--- src/ihl_defines.svh ---
// Offsets, field positions, reset values and character codes of the record loader host.
`ifndef IHL_DEFINES_SVH
`define IHL_DEFINES_SVH

// Register byte offsets on the APB slave.
`define IHL_OFF_CTRL      8'h00
`define IHL_OFF_STATUS    8'h04
`define IHL_OFF_BAUD      8'h08
`define IHL_OFF_RECORD    8'h0C
`define IHL_OFF_RXDATA    8'h10
`define IHL_OFF_DATA_LO   8'h40
`define IHL_OFF_DATA_HI   8'h7C

// Control register bits.
`define IHL_CTRL_SEND     0
`define IHL_CTRL_SYNC     1

// Status register bits.
`define IHL_STAT_BUSY     0
`define IHL_STAT_RXFLAG   1

// Reset value of the bit period in clock cycles (115200 baud at 100 MHz).
`define IHL_BAUD_RESET    16'h0364

// Characters and record fields.
`define IHL_CHAR_SYNC     8'h55
`define IHL_CHAR_MARK     8'h3A
`define IHL_ASCII_ZERO    8'h30
`define IHL_ASCII_ALPHA   8'h37
`define IHL_RECLEN        8'h40
`define IHL_TYPE_PROGRAM  8'h00
`define IHL_DATA_WORDS    16
`define IHL_IDX_FIRST_DAT 7'h04
`define IHL_IDX_LAST      7'h44
`define IHL_UART_STOP_BIT 4'h9

`endif

--- src/ihl_pkg.sv ---
// Types shared by the record loader host and its serial engine.
package ihl_pkg;

  // Frame sequencer states.
  typedef enum logic [2:0] {
    IHL_IDLE,
    IHL_SYNC,
    IHL_MARK,
    IHL_HEX_HI,
    IHL_HEX_LO
  } ihl_fsm_e;

  // Whole state of the host controller.
  typedef struct packed {
    ihl_fsm_e          fsm;
    logic [6:0]        idx;
    logic [7:0]        sum;
    logic [7:0]        cur;
    logic [15:0][31:0] data;
    logic [7:0]        rtype;
    logic [15:0]       offset;
    logic [15:0]       baud;
    logic              rx_flag;
    logic [7:0]        rx_char;
    logic [31:0]       prdata;
    logic              pslverr;
  } ihl_host_s;

  // Whole state of the serial engine.
  typedef struct packed {
    logic        tx_busy;
    logic [3:0]  tx_bit;
    logic [15:0] tx_cnt;
    logic [9:0]  tx_shift;
    logic        rx_busy;
    logic [3:0]  rx_bit;
    logic [15:0] rx_cnt;
    logic [7:0]  rx_shift;
    logic        rx_valid;
    logic [7:0]  rx_data;
  } ihl_uart_s;

endpackage : ihl_pkg

--- src/ihl_uart_if.sv ---
// Character handshake between the frame sequencer and the serial engine.
`timescale 1ns/1ps
interface ihl_uart_if;
  logic        tx_valid;
  logic [7:0]  tx_data;
  logic        tx_ready;
  logic        rx_valid;
  logic [7:0]  rx_data;
  logic [15:0] divisor;

  modport ctrl (output tx_valid, output tx_data, output divisor,
                input tx_ready, input rx_valid, input rx_data);
  modport phy  (input tx_valid, input tx_data, input divisor,
                output tx_ready, output rx_valid, output rx_data);
endinterface : ihl_uart_if

--- src/ihl_uart.sv ---
// Serial engine: 8N1 transmitter and receiver with a programmable bit period.
`timescale 1ns/1ps
`include "ihl_defines.svh"
module ihl_uart
  import ihl_pkg::*;
(
  // Clock and reset.
  input  wire logic pclk,
  input  wire logic presetn,
  // Sequencer side.
  ihl_uart_if.phy   link,
  // Serial pins.
  input  wire logic rxd,
  output logic      txd
);

  ihl_uart_s s_reg;
  ihl_uart_s s_next;
  logic [15:0] rx_target;

  ////////////////////////////////////////////////////////////////////////////
  // Next state. The receiver waits half a bit for the start bit so that every
  // later sample falls in the middle of a bit; a divisor below two is not usable.
  always_comb begin
    s_next          = s_reg;
    s_next.rx_valid = 1'b0;
    // Transmitter: start bit, eight data bits LSB first, one stop bit.
    if (!s_reg.tx_busy && link.tx_valid) begin
      s_next.tx_busy  = 1'b1;
      s_next.tx_bit   = 4'h0;
      s_next.tx_cnt   = 16'h0000;
      s_next.tx_shift = {1'b1, link.tx_data, 1'b0};
    end else if (s_reg.tx_busy) begin
      if (s_reg.tx_cnt == link.divisor - 16'h0001) begin
        s_next.tx_cnt   = 16'h0000;
        s_next.tx_shift = {1'b1, s_reg.tx_shift[9:1]};
        if (s_reg.tx_bit == `IHL_UART_STOP_BIT) begin
          s_next.tx_busy = 1'b0;
        end else begin
          s_next.tx_bit = s_reg.tx_bit + 4'h1;
        end
      end else begin
        s_next.tx_cnt = s_reg.tx_cnt + 16'h0001;
      end
    end
    // Receiver.
    rx_target = (s_reg.rx_bit == 4'h0) ? {1'b0, link.divisor[15:1]} : link.divisor - 16'h0001;
    if (!s_reg.rx_busy) begin
      if (!rxd) begin
        s_next.rx_busy = 1'b1;
        s_next.rx_bit  = 4'h0;
        s_next.rx_cnt  = 16'h0000;
      end
    end else if (s_reg.rx_cnt == rx_target) begin
      s_next.rx_cnt = 16'h0000;
      if (s_reg.rx_bit == 4'h0) begin
        // A start bit that is gone at mid-bit was a glitch.
        s_next.rx_busy = !rxd;
        s_next.rx_bit  = 4'h1;
      end else if (s_reg.rx_bit != `IHL_UART_STOP_BIT) begin
        s_next.rx_shift = {rxd, s_reg.rx_shift[7:1]};
        s_next.rx_bit   = s_reg.rx_bit + 4'h1;
      end else begin
        // A character without a valid stop bit is dropped.
        s_next.rx_busy  = 1'b0;
        s_next.rx_valid = rxd;
        if (rxd) begin
          s_next.rx_data = s_reg.rx_shift;
        end
      end
    end else begin
      s_next.rx_cnt = s_reg.rx_cnt + 16'h0001;
    end
  end

  ////////////////////////////////////////////////////////////////////////////
  // State register.
  always_ff @(posedge pclk or negedge presetn) begin
    if (!presetn) begin
      s_reg <= '{tx_shift: 10'h3FF, default: '0};
    end else begin
      s_reg <= s_next;
    end
  end

  // Outputs.
  assign txd           = s_reg.tx_shift[0];
  assign link.tx_ready = !s_reg.tx_busy;
  assign link.rx_valid = s_reg.rx_valid;
  assign link.rx_data  = s_reg.rx_data;

  ////////////////////////////////////////////////////////////////////////////
  // Checks.
  a_start_bit_low: assert property (@(posedge pclk) disable iff (!presetn)
    (!s_reg.tx_busy && link.tx_valid) |=> !txd)
    else $error("start bit not driven low");
  a_stop_bit_high: assert property (@(posedge pclk) disable iff (!presetn)
    (s_reg.tx_busy && s_reg.tx_bit == `IHL_UART_STOP_BIT) |-> txd)
    else $error("stop bit not high");

endmodule : ihl_uart

--- src/ihl_isp_host.sv ---
// Host controller that sends hex records and the baud sync character to the loader.
`timescale 1ns/1ps
`include "ihl_defines.svh"
module ihl_isp_host
  import ihl_pkg::*;
(
  // Clock and reset.
  input  wire logic        pclk,
  input  wire logic        presetn,
  // APB slave.
  input  wire logic        psel,
  input  wire logic        penable,
  input  wire logic        pwrite,
  input  wire logic [7:0]  paddr,
  input  wire logic [31:0] pwdata,
  output logic [31:0]      prdata,
  output logic             pready,
  output logic             pslverr,
  // Serial link to the loader.
  output logic             uart_txd,
  input  wire logic        uart_rxd,
  // Frame in progress.
  output logic             busy
);

  ihl_host_s r_reg;
  ihl_host_s r_next;
  ihl_uart_if link ();

  localparam ihl_host_s HOST_RST = '{fsm: IHL_IDLE, baud: `IHL_BAUD_RESET, default: '0};

  ////////////////////////////////////////////////////////////////////////////
  // Helpers.

  // Converts a nibble to its upper-case ASCII hex digit.
  function automatic logic [7:0] hex_char(input logic [3:0] nib);
    logic [7:0] wide;
    wide = {4'h0, nib};
    if (nib < 4'hA) begin
      return `IHL_ASCII_ZERO + wide;
    end else begin
      return `IHL_ASCII_ALPHA + wide;
    end
  endfunction : hex_char

  // Picks the binary byte at frame position idx; sum is the running total so far.
  function automatic logic [7:0] frame_byte(input ihl_host_s s, input logic [6:0] idx,
                                            input logic [7:0] sum);
    logic [6:0] j;
    logic       use_off;
    j       = idx - `IHL_IDX_FIRST_DAT;
    use_off = (s.rtype == `IHL_TYPE_PROGRAM);
    unique case (idx)
      7'h00:       return `IHL_RECLEN;
      7'h01:       return use_off ? s.offset[15:8] : 8'h00;
      7'h02:       return use_off ? s.offset[7:0] : 8'h00;
      7'h03:       return s.rtype;
      `IHL_IDX_LAST: return 8'h00 - sum;
      default:     return s.data[j[5:2]][{j[1:0], 3'b000} +: 8];
    endcase
  endfunction : frame_byte

  logic acc;
  logic setup_rd;
  logic mapped;
  logic in_data;
  logic [3:0] word_idx;
  logic [7:0] next_sum;

  ////////////////////////////////////////////////////////////////////////////
  // Address decode: the data window is sixteen aligned words.
  always_comb begin
    in_data  = (paddr >= `IHL_OFF_DATA_LO) && (paddr <= `IHL_OFF_DATA_HI) && (paddr[1:0] == 2'b00);
    word_idx = paddr[5:2];
    mapped   = in_data || (paddr == `IHL_OFF_CTRL) || (paddr == `IHL_OFF_STATUS) ||
               (paddr == `IHL_OFF_BAUD) || (paddr == `IHL_OFF_RECORD) || (paddr == `IHL_OFF_RXDATA);
  end

  assign acc      = psel && penable;
  assign setup_rd = psel && !penable && !pwrite;
  assign next_sum = r_reg.sum + r_reg.cur;

  ////////////////////////////////////////////////////////////////////////////
  // Next state: register file, frame sequencer and reply capture.
  always_comb begin
    r_next = r_reg;

    // Read data and error are prepared in the setup cycle so they come from flops.
    if (psel && !penable) begin
      r_next.pslverr = !mapped;
      r_next.prdata  = 32'h0000_0000;
      if (setup_rd && mapped) begin
        if (in_data) begin
          r_next.prdata = r_reg.data[word_idx];
        end else if (paddr == `IHL_OFF_STATUS) begin
          r_next.prdata = {16'h0000, r_reg.rx_char, 6'h00, r_reg.rx_flag, r_reg.fsm != IHL_IDLE};
        end else if (paddr == `IHL_OFF_BAUD) begin
          r_next.prdata = {16'h0000, r_reg.baud};
        end else if (paddr == `IHL_OFF_RECORD) begin
          r_next.prdata = {8'h00, r_reg.offset, r_reg.rtype};
        end else if (paddr == `IHL_OFF_RXDATA) begin
          r_next.prdata = {24'h000000, r_reg.rx_char};
        end
      end
    end

    // Reading the reply clears its flag; a reply landing in the same cycle wins below.
    if (acc && !pwrite && paddr == `IHL_OFF_RXDATA) begin
      r_next.rx_flag = 1'b0;
    end

    // Writes take effect in the access cycle. Frame contents are frozen while a
    // frame is on the wire, so a late write cannot corrupt the checksum.
    if (acc && pwrite && mapped && r_reg.fsm == IHL_IDLE) begin
      if (in_data) begin
        r_next.data[word_idx] = pwdata;
      end else if (paddr == `IHL_OFF_BAUD) begin
        r_next.baud = (pwdata[15:0] < 16'h0002) ? 16'h0002 : pwdata[15:0];
      end else if (paddr == `IHL_OFF_RECORD) begin
        r_next.rtype  = pwdata[7:0];
        r_next.offset = pwdata[23:8];
      end else if (paddr == `IHL_OFF_CTRL) begin
        if (pwdata[`IHL_CTRL_SYNC]) begin
          r_next.fsm = IHL_SYNC;
        end else if (pwdata[`IHL_CTRL_SEND]) begin
          r_next.fsm = IHL_MARK;
        end
      end
    end

    // Frame sequencer: advances each time the serial engine takes a character.
    unique case (r_reg.fsm)
      IHL_IDLE: begin
      end
      IHL_SYNC: begin
        if (link.tx_ready) begin
          r_next.fsm = IHL_IDLE;
        end
      end
      IHL_MARK: begin
        if (link.tx_ready) begin
          r_next.fsm = IHL_HEX_HI;
          r_next.idx = 7'h00;
          r_next.sum = 8'h00;
          r_next.cur = frame_byte(r_reg, 7'h00, 8'h00);
        end
      end
      IHL_HEX_HI: begin
        if (link.tx_ready) begin
          r_next.fsm = IHL_HEX_LO;
        end
      end
      IHL_HEX_LO: begin
        if (link.tx_ready) begin
          r_next.sum = next_sum;
          if (r_reg.idx == `IHL_IDX_LAST) begin
            r_next.fsm = IHL_IDLE;
          end else begin
            r_next.fsm = IHL_HEX_HI;
            r_next.idx = r_reg.idx + 7'h01;
            r_next.cur = frame_byte(r_reg, r_reg.idx + 7'h01, next_sum);
          end
        end
      end
    endcase

    // Capture each reply character (X, Y, Z, CR, LF or read data).
    if (link.rx_valid) begin
      r_next.rx_flag = 1'b1;
      r_next.rx_char = link.rx_data;
    end
  end

  ////////////////////////////////////////////////////////////////////////////
  // State register.
  always_ff @(posedge pclk or negedge presetn) begin
    if (!presetn) begin
      r_reg <= HOST_RST;
    end else begin
      r_reg <= r_next;
    end
  end

  ////////////////////////////////////////////////////////////////////////////
  // Character offered to the serial engine.
  always_comb begin
    link.tx_valid = (r_reg.fsm != IHL_IDLE);
    link.divisor  = r_reg.baud;
    unique case (r_reg.fsm)
      IHL_SYNC:   link.tx_data = `IHL_CHAR_SYNC;
      IHL_MARK:   link.tx_data = `IHL_CHAR_MARK;
      IHL_HEX_HI: link.tx_data = hex_char(r_reg.cur[7:4]);
      IHL_HEX_LO: link.tx_data = hex_char(r_reg.cur[3:0]);
      default:    link.tx_data = 8'h00;
    endcase
  end

  // Serial engine.
  ihl_uart u_uart (
    .pclk    (pclk),
    .presetn (presetn),
    .link    (link),
    .rxd     (uart_rxd),
    .txd     (uart_txd)
  );

  // Bus and status outputs.
  assign prdata  = r_reg.prdata;
  assign pslverr = r_reg.pslverr && acc;
  assign pready  = acc;
  assign busy    = (r_reg.fsm != IHL_IDLE);

  ////////////////////////////////////////////////////////////////////////////
  // Checks.
  a_sync_char: assert property (@(posedge pclk) disable iff (!presetn)
    (r_reg.fsm == IHL_SYNC) |-> (link.tx_valid && link.tx_data == 8'h55))
    else $error("sync character is not U");
  a_frame_mark: assert property (@(posedge pclk) disable iff (!presetn)
    (r_reg.fsm == IHL_MARK && link.tx_ready) |=> (r_reg.fsm == IHL_HEX_HI && r_reg.idx == 7'h00))
    else $error("colon not followed by length byte");
  a_length_byte: assert property (@(posedge pclk) disable iff (!presetn)
    (r_reg.fsm == IHL_HEX_HI && r_reg.idx == 7'h00) |-> (r_reg.cur == 8'h40))
    else $error("length byte is not 40h");
  a_frame_end: assert property (@(posedge pclk) disable iff (!presetn)
    ($past(r_reg.fsm) == IHL_HEX_LO && r_reg.fsm == IHL_IDLE) |-> ($past(r_reg.idx) == 7'h44))
    else $error("frame ended at wrong byte count");
  a_hex_digit: assert property (@(posedge pclk) disable iff (!presetn)
    (r_reg.fsm == IHL_HEX_HI || r_reg.fsm == IHL_HEX_LO) |->
      ((link.tx_data >= 8'h30 && link.tx_data <= 8'h39) || (link.tx_data >= 8'h41 && link.tx_data <= 8'h46)))
    else $error("character is not a hex digit");
  a_hex_pair: assert property (@(posedge pclk) disable iff (!presetn)
    (r_reg.fsm == IHL_HEX_HI && link.tx_ready) |=> (r_reg.fsm == IHL_HEX_LO) ##0 $stable(r_reg.cur))
    else $error("hex pair split");
  a_offset_zero: assert property (@(posedge pclk) disable iff (!presetn)
    (r_reg.fsm == IHL_HEX_HI && r_reg.rtype != 8'h00 && (r_reg.idx == 7'h01 || r_reg.idx == 7'h02))
      |-> (r_reg.cur == 8'h00))
    else $error("unused offset not zero");
  a_checksum_zero: assert property (@(posedge pclk) disable iff (!presetn)
    (r_reg.fsm == IHL_HEX_HI && r_reg.idx == 7'h44) |-> (8'(r_reg.sum + r_reg.cur) == 8'h00))
    else $error("record sum not zero");

  ////////////////////////////////////////////////////////////////////////////
  // Sequencing and register checks.
  // The colon is offered whenever the sequencer sits in the mark state.
  a_mark_char: assert property (@(posedge pclk) disable iff (!presetn)
    (r_reg.fsm == IHL_MARK) |-> (link.tx_valid && link.tx_data == 8'h3A))
    else $error("frame mark is not a colon");
  // A send order on an idle block starts a frame with its mark.
  a_send_starts: assert property (@(posedge pclk) disable iff (!presetn)
    (acc && pwrite && paddr == `IHL_OFF_CTRL && pwdata[1:0] == 2'b01 && !busy) |=> (r_reg.fsm == IHL_MARK))
    else $error("send order did not start a frame");
  // A sync order wins over a send order written in the same word.
  a_sync_starts: assert property (@(posedge pclk) disable iff (!presetn)
    (acc && pwrite && paddr == `IHL_OFF_CTRL && pwdata[1] && !busy) |=> (r_reg.fsm == IHL_SYNC))
    else $error("sync order did not start");
  // The sync character is a single character and nothing follows it.
  a_sync_single: assert property (@(posedge pclk) disable iff (!presetn)
    (r_reg.fsm == IHL_SYNC && link.tx_ready) |=> (r_reg.fsm == IHL_IDLE))
    else $error("sync not a single character");
  // A divisor below two would leave the receiver's half-bit wait at zero.
  a_divisor_baud: assert property (@(posedge pclk) disable iff (!presetn)
    (link.divisor == r_reg.baud) && (r_reg.baud >= 16'h0002))
    else $error("bit period out of range");
  // The byte index never runs past the checksum.
  a_idx_bound: assert property (@(posedge pclk) disable iff (!presetn)
    (r_reg.fsm == IHL_HEX_HI || r_reg.fsm == IHL_HEX_LO) |-> (r_reg.idx <= 7'h44))
    else $error("byte index past checksum");
  // Each finished byte moves the index by exactly one.
  a_idx_step: assert property (@(posedge pclk) disable iff (!presetn)
    (r_reg.fsm == IHL_HEX_LO && link.tx_ready && r_reg.idx != 7'h44) |=> (r_reg.idx == 7'($past(r_reg.idx) + 7'h01)))
    else $error("byte index skipped");
  // The running sum takes in every byte once.
  a_sum_step: assert property (@(posedge pclk) disable iff (!presetn)
    (r_reg.fsm == IHL_HEX_LO && link.tx_ready && r_reg.idx != 7'h44) |=> (r_reg.sum == 8'($past(r_reg.sum) + $past(r_reg.cur))))
    else $error("running sum wrong");
  // Program records carry the load offset, high byte first.
  a_offset_high: assert property (@(posedge pclk) disable iff (!presetn)
    (r_reg.fsm == IHL_HEX_HI && r_reg.rtype == 8'h00 && r_reg.idx == 7'h01) |-> (r_reg.cur == r_reg.offset[15:8]))
    else $error("offset high byte wrong");
  a_offset_low: assert property (@(posedge pclk) disable iff (!presetn)
    (r_reg.fsm == IHL_HEX_HI && r_reg.rtype == 8'h00 && r_reg.idx == 7'h02) |-> (r_reg.cur == r_reg.offset[7:0]))
    else $error("offset low byte wrong");
  // The type byte follows the offset.
  a_type_byte: assert property (@(posedge pclk) disable iff (!presetn)
    (r_reg.fsm == IHL_HEX_HI && r_reg.idx == 7'h03) |-> (r_reg.cur == r_reg.rtype))
    else $error("type byte wrong");
  // Writes during a frame must not disturb what the checksum covers.
  a_frame_frozen: assert property (@(posedge pclk) disable iff (!presetn)
    (acc && pwrite && busy) |=> ($stable(r_reg.data) && $stable(r_reg.rtype) && $stable(r_reg.offset)))
    else $error("frame contents changed while busy");
  // A received reply is kept and flagged.
  a_flag_set: assert property (@(posedge pclk) disable iff (!presetn)
    link.rx_valid |=> (r_reg.rx_flag && r_reg.rx_char == $past(link.rx_data)))
    else $error("reply not captured");
  // Reading the reply clears its flag when no new reply lands.
  a_flag_clear: assert property (@(posedge pclk) disable iff (!presetn)
    (acc && !pwrite && paddr == `IHL_OFF_RXDATA && !link.rx_valid) |=> !r_reg.rx_flag)
    else $error("reply flag not cleared");
  // The checksum is the last character of a frame.
  a_frame_done: assert property (@(posedge pclk) disable iff (!presetn)
    (r_reg.fsm == IHL_HEX_LO && link.tx_ready && r_reg.idx == 7'h44) |=> !busy)
    else $error("frame did not end after checksum");
  // Nothing is offered to the engine while idle.
  a_idle_quiet: assert property (@(posedge pclk) disable iff (!presetn)
    (r_reg.fsm == IHL_IDLE) |-> !link.tx_valid)
    else $error("character offered while idle");
  // A digit waits, unchanged, until the engine takes it.
  a_hold_high: assert property (@(posedge pclk) disable iff (!presetn)
    (r_reg.fsm == IHL_HEX_HI && !link.tx_ready) |=> (r_reg.fsm == IHL_HEX_HI && $stable(r_reg.cur)))
    else $error("high digit dropped");
  a_hold_low: assert property (@(posedge pclk) disable iff (!presetn)
    (r_reg.fsm == IHL_HEX_LO && !link.tx_ready) |=> (r_reg.fsm == IHL_HEX_LO && $stable(r_reg.idx)))
    else $error("low digit dropped");

endmodule : ihl_isp_host

--- config.mk ---
export PLATFORM = sky130hd
export DESIGN_NAME = ihl_isp_host
export DESIGN_NICKNAME = d
export VERILOG_FILES = /design/src/ihl_pkg.sv /design/src/ihl_uart_if.sv /design/src/ihl_uart.sv /design/src/ihl_isp_host.sv
export VERILOG_INCLUDE_DIRS = /design/src
export SDC_FILE = /design/constraint.sdc
export NUM_CORES = 1
export LEC_CHECK = 0
export BUFFER_PORTS_ARGS = -buffer_cell sky130_fd_sc_hd__buf_2
export CAP_MARGIN = 20
export CORE_MARGIN = 1
export CORE_UTILIZATION = 45
export DETAILED_ROUTE_END_ITERATION = 6
export GPL_ROUTABILITY_DRIVEN = 1
export PLACE_DENSITY = 0.7
export SYNTH_ARGS = -nofsm -noshare
export SYNTH_HDL_FRONTEND = slang
export SYNTH_HIERARCHICAL = 1
export SYNTH_SLANG_ARGS = --single-unit
--- constraint.sdc ---
create_clock -name pclk -period 3.65 [get_ports pclk]
set_input_delay 1.095 -clock pclk [delete_from_list [all_inputs] [get_ports pclk]]
set_output_delay 1.095 -clock pclk [all_outputs]
set_load 0.02 [all_outputs]
## After elaboration in Yosys (flattened, before gate mapping)

Index checks and enable logic that the tools add are counted.
Widths: inputs -> output; s select.

| word-level totals | value |
|---|---|
| register bits after elaboration | 689 |
| input port bits | 46 |
| output and inout port bits | 36 |
| logic and storage cells | 190 |

| cells by class | value |
|---|---|
| add/sub/neg operators | 13 |
| $lt $le $gt $ge | 8 |
| eq/ne operators | 24 |
| shifts and indexed selects | 1 |
| multiplexer cells | 58 |
| bitwise logic cells | 4 |
| reduce and logical (&&, ||, !) cells | 45 |

Operator list:

| cell | count |
|---|---|
| $bwmux 512 | 1 |
| $bmux 32 s4 | 2 |
| $mux 32 | 5 |
| $demux 32 s4 | 1 |
| $mux 24 | 3 |
| $mux 16 | 4 |
| $mux 31 | 2 |
| $mux 26 | 2 |
| $pmux 23 s2 | 1 |
| $mux 9 | 5 |
| $mux 21 | 2 |
| $mux 8 | 5 |
| $pmux 8 s5 | 1 |
| $add 16x1->16 const B | 2 |
| $eq 16x16->1 | 2 |
| $shiftx 32x6->8 | 1 |
| $add 6x4->7 const A | 4 |
| $pmux 7 s4 | 1 |
| $mux 3 | 9 |
| $mux 7 | 3 |
| $eq 8x4->1 const B | 2 |
| $logic_not 8->1 | 2 |
| $lt 16x2->1 const B | 1 |
| $sub 16x1->16 const B | 1 |
| other kinds (43) | 91 |

## Logic depth before layout (Yosys ltp)

| logic depth | value |
|---|---|
| depth after elaboration | 13 |
| gate-level depth with buffers | 17 |
| gate-level depth less buffers | 11 |

## Hierarchy

The synthesis kept the hierarchy.

By module, submodules not included:

| module | times used | cells an instance | area an instance (µm²) | sequential area each (µm²) |
|---|---|---|---|---|
| ihl_isp_host | 1 | 2357 | 33823.7 | 15521.1 |
| ihl_uart | 1 | 552 | 5036.1 | 1739.2 |

## Least setup slack after synthesis

Ideal clock, no wire load.

| timing path | value |
|---|---|
| path kind | flip-flop to flip-flop |
| from | register r_reg[611] in the netlist's numbering |
| to | register r_reg[595] in the netlist's numbering |
| library setup time | 133 ps |
| data arrival time | 3753 ps |
| required time | 3517 ps |
| path slack | -236 ps |
| stages on the path, launching flop included | 17 |
| buffers on the path | 8 |
| period minus slack after synthesis | 3886 ps |
| cell sequence | dfrtp_1 -> ha_1 -> buf_6 -> xor2_4 -> buf_4 -> buf_4 -> buf_4 -> ha_1 -> buf_2 -> buf_4 -> clkbuf_1 -> clkbuf_1 -> mux4_2 -> mux2i_1 -> mux2i_1 -> a221oi_1 -> o211ai_1 |

| on the way | value |
|---|---|
| cells in the longest elaborated chain, start to end | 9 |
| elaborated cells on any way between the ends | 17 |
| classes of those cells | 2 x add/sub; 6 x eq/ne; 1 x shift; 6 x mux; 2 x reduce/logical |

RTL lines:

| element | line | text |
|---|---|---|
| from (decl) | ihl_isp_host.sv:26 | `ihl_host_s r_reg;` |
| from (signal assigned) | ihl_isp_host.sv:180 | `r_reg <= r_next;` |
| $add 7x1->7 | ihl_isp_host.sv:161 | `r_next.cur = frame_byte(r_reg, r_reg.idx + 7'h01, next_sum);` |
| $sub 6x3->6 (no line) | n/a |  |
| $bmux 32 s4 | ihl_isp_host.sv:59 | `default: return s.data[j[5:2]][{j[1:0], 3'b000} +: 8];` |
| $mux 32 (implied by the code) | ihl_isp_host.sv:59 |  |
| $shiftx 32x6->8 | ihl_isp_host.sv:59 |  |
| $pmux 8 s5 | ihl_isp_host.sv:53 | `unique case (idx)` |
| $mux 8 | ihl_isp_host.sv:156 | `` if (r_reg.idx == `IHL_IDX_LAST) begin `` |
| $mux 26 | ihl_isp_host.sv:154 | `if (link.tx_ready) begin` |
| $pmux 23 s2 | ihl_isp_host.sv:132 | `unique case (r_reg.fsm)` |

Several ways; a longest one is shown, not always the timed one. The select of a mux whose other input is x is not followed.
A chain may end at the register's enable or synchronous reset.

## Final worst setup path

| timing path | value |
|---|---|
| from | register r_reg, in the netlist link.divisor[3] |
| to | register u_uart/s_reg[16] in the netlist's numbering |

| on the way | value |
|---|---|
| cells in the longest elaborated chain, start to end | 4 |

RTL lines:

| element | line | text |
|---|---|---|
| $sub 16x1->16 | ihl_uart.sv:47 | `rx_target = (s_reg.rx_bit == 4'h0) ? {1'b0, link.divisor[15:1]} : link.divisor - 16'h0001;` |
| $mux 16 * | ihl_uart.sv:47 |  |
| $eq 16x16->1 * | ihl_uart.sv:54 | `end else if (s_reg.rx_cnt == rx_target) begin` |
| $reduce_and 4->1 (no line) * | n/a |  |
| to (signal assigned) | ihl_uart.sv:82 | `s_reg <= s_next;` |
| to (decl) | ihl_uart.sv:17 | `ihl_uart_s s_reg;` |

Mark *: on every way between the ends. The rest lies on a longest branch, timed or not.

==> results.toml <==
[synth]
synth_edf_count = 0
synth_nets = 2983
synthAdderAreaFrac = 0.009209
synthMuxAreaShare = 0.3607
async_flop_share = 1.000
netlist_instances = 2909
synth-xor-area-share = 0.01838
ys_types = 89
ys_seq_area_frac = 0.4442
yosys_warnings = 6
synth_top_family_by_area = "multiplexers"
yosys_register_bits = 689
syn-cell-area_sq_um = 38860
syn_avg_cell_area_sq_um = 13.36
yosys.area_share.simple = 0.06308
yosys_most_used_dff = "dfrtp_1"
synth_compound_area_frac = 0.06266

[placed_design]
io_buffer_count = 81
placed_cell_area_sq_um = 40790
routabilityCongestion = 0.9484
dpl.cell_count = 3977
dp_hpwl_mm = 74.94

[setup_path]
crit_slowest_cell = "nor4_4"
cpPeakStageDelay_ns = 0.67
crit_chain = "nor4_4 > and4_1 > mux2i_1 > xor2_1 > nand3_1 > nor3_4 > o211ai_4 > mux2_1"
cpLargestDelayFamily = "simple AND/OR/NAND/NOR gates"
r2r_slack_ns = 0.16
critPathRequiredTime_ns = 4.18
crit_type = "flip-flop to flip-flop"
r2r_end = "u_uart/s_reg[16]"
critical_path.endpoint_type = "flip-flop"
r2r_cells = 8
crit_arrival_ns = 4.02
rr_startpoint = "link.divisor[3]"
startpoint_type = "flip-flop"
worst-path-buf-inv = 0
cp_max_fo = 12

[grt]
grtUsageTotal = 0.2633
grt_pass1_vias = 27550
grt_first_pass_wirelength_mm = 173.4
antenna_found_initial = 11
grt_max_degree = 89
overflow = 0

[timing]
relSlewSlack = 0.3851
setup_tns_ns = 0
tightestPinTransition_ns = 0.9181
post-route-period-util = 0.9561
rsz0062_at_grt = "no"
slew_violations = 0
setup_viol = 0
fmax_ghz = 0.2866
hold_violations = 0
finalClockSkew_ns = 0.03890
period_minus_slack_ns = 3.490

[final_layout]
synthToLayoutAreaGrowth_pct = 12.10
mostFrequentLayoutCell = "dfrtp_1"
fin_util = 0.5100
fillCellCount = 7109
nNetsFinal = 2994
fin_cells = 4126
stdcell_area_sq_um = 43560
largest_reg_flops = 572
layout_common_cells = "674 x dfrtp_1, 587 x mux2_2, 292 x mux4_2, 121 x buf_4, 114 x nand2_1"
drive_above_1_share = 0.4362

[route]
vias = 26550
wl_per_cell_um = 27.42
vias_per_cell = 6.435
drt-initial-drc-count = 2596
postRouteAntennaNets = 0
drc = 0
wirelength_mm = 113.1
firstDrtPassIters = 7

[hold_path]
hp-class = "input pin to async pin"

[flow_run]
max_cap_viol_count = 0

[floorplanning]
num_rows = 107
dieArea_sq_um = 87530
die_w_um = 295.9
core_area_sq_um = 85410
io_pins = 82
start_util = 0.4550
die_h_um = 295.9

[clock_tree]
ctsHtreeMaxLevel = 3
clk_latency_ns = 0.66
cts_hold_buf = 0
path_clk_slew_ns = 0.06
cts_buffers = 78
cts_tree = "yes"
clockRootBuffer = "clkbuf_16"
cts.sinks = 689
clock_path_buffers = 3

[power]
power.density_nw_per_um2 = 409.1
vdd_drop_max_mv = 0.3029
leakage_uw = 0.02044

[status]
status = "complete, no violations"
[cell families (layout without fill, tap and decap cells)]
kind of cell,Yosys count,in the layout
AO/OA/AOI/OAI,356,356
XOR/XNOR,71,71
adder cells (fa/ha/maj),28,28
buffers and inverters,342,413
flip-flops,689,689
multiplexers,961,961
other,1,3
AND/OR/NAND/NOR,461,461
[synthesized netlist by cell type (9+ instances only)]
cell type / count / area share
a211o_1: 12 / 0.0027
a22o_1: 17 / 0.0038
a21o_1: 19 / 0.0037
nor2b_1: 35 / 0.0056
nor4_1: 26 / 0.0042
a221oi_1: 13 / 0.0029
inv_1: 38 / 0.0037
o31ai_1: 10 / 0.0019
mux2_2: 587 / 0.17
dfstp_2: 15 / 0.010
ha_1: 27 / 0.0087
or3_1: 11 / 0.0018
nand4_1: 17 / 0.0027
nand3_1: 35 / 0.0045
o211ai_1: 15 / 0.0029
a21oi_1: 55 / 0.0071
o21ai_0: 86 / 0.011
nand2b_1: 14 / 0.0023
a22oi_1: 29 / 0.0056
nand2_1: 126 / 0.012
buf_1: 65 / 0.0063
buf_4: 56 / 0.011
o22ai_1: 14 / 0.0023
nor3_1: 23 / 0.0030
xnor2_1: 33 / 0.0074
clkbuf_1: 130 / 0.013
dfrtp_1: 674 / 0.43
buf_2: 41 / 0.0053
mux4_2: 292 / 0.17
nor3b_1: 9 / 0.0017
buf_6: 10 / 0.0029
nor2_1: 79 / 0.0076
and3_1: 24 / 0.0039
and2_1: 11 / 0.0018
a211oi_1: 26 / 0.0050
xor2_1: 32 / 0.0072
mux2i_1: 75 / 0.019
[per-stage QoR]
stage          power (uW)  hold WS [ns]  setup WS, ns
2_1_floorplan        9146        0.4501      0.008548
3_3_place_gp         9637        0.4613        0.1190
3_5_place_dp         9719        0.4649        0.1199
4_1_cts             17920        0.4514       0.07297
5_1_grt             18400        0.4600      0.007002
6_report            17820        0.4408        0.1604
[how the worst max path moves through the flow]
stage / depth (start not counted) / from / end
finish: 8 / link.divisor[3] / u_uart/s_reg[16]
global route: 10 / u_uart/s_reg[33] / u_uart/link.rx_data[6]
CTS: 11 / r_reg[610] / r_reg[596]
detailed placement: 11 / r_reg[610] / r_reg[596]
global placement: 12 / r_reg[610] / r_reg[598]
floorplan: 15 / r_reg[611] / r_reg[596]
[timing repair]
| item | CTS | global route |
|---|---|---|
| setup buffers | 0 | 7 |
| hold endpoints to repair | 0 | 0 |
| resized for setup | 0 | 3 |
| endpoints found under the setup margin | 0 | 33 |
[worst register-to-register path, cell delays in order, from the launching register on]
cell and delay, ns:
dfrtp_1 0.56, nor4_4 0.68, and4_1 0.36, mux2i_1 0.32, xor2_1 0.28, nand3_1 0.16
nor3_4 0.42, o211ai_4 0.22, mux2_1 0.38
[where the power goes]
group,total [uW],internal (uW),switching (uW)
Clock,8230,4830,3390
Combinational,1400,623,775
Sequential,8200,7900,297
[area by class of cell]
type                            count  area (sq um)  area share
Multi-Input combinational cell   1878         20040      0.4600
Tap cell                         1144          1431     0.03286
Timing Repair Buffer              234          1981     0.04547
Clock buffer                      107          2232     0.05124
Inverter                           39         146.4    0.003361
Sequential cell                   689         17260      0.3962
Clock inverter                     33         466.7     0.01071
Antenna cell                        2         5.005   0.0001149
[routing by layer]
metal | vias up | GRT usage | share of wire
met3 | 320 | 0.05936 | 0.081
met2 | 1260 | 0.4138 | 0.47
met1 | 13910 | 0.3540 | 0.40
li1 | 11050 | - | -
met4 | 16 | 0.1069 | 0.044
met5 | - | 0 | 0.00081
(Power assumes the default switching activity.)
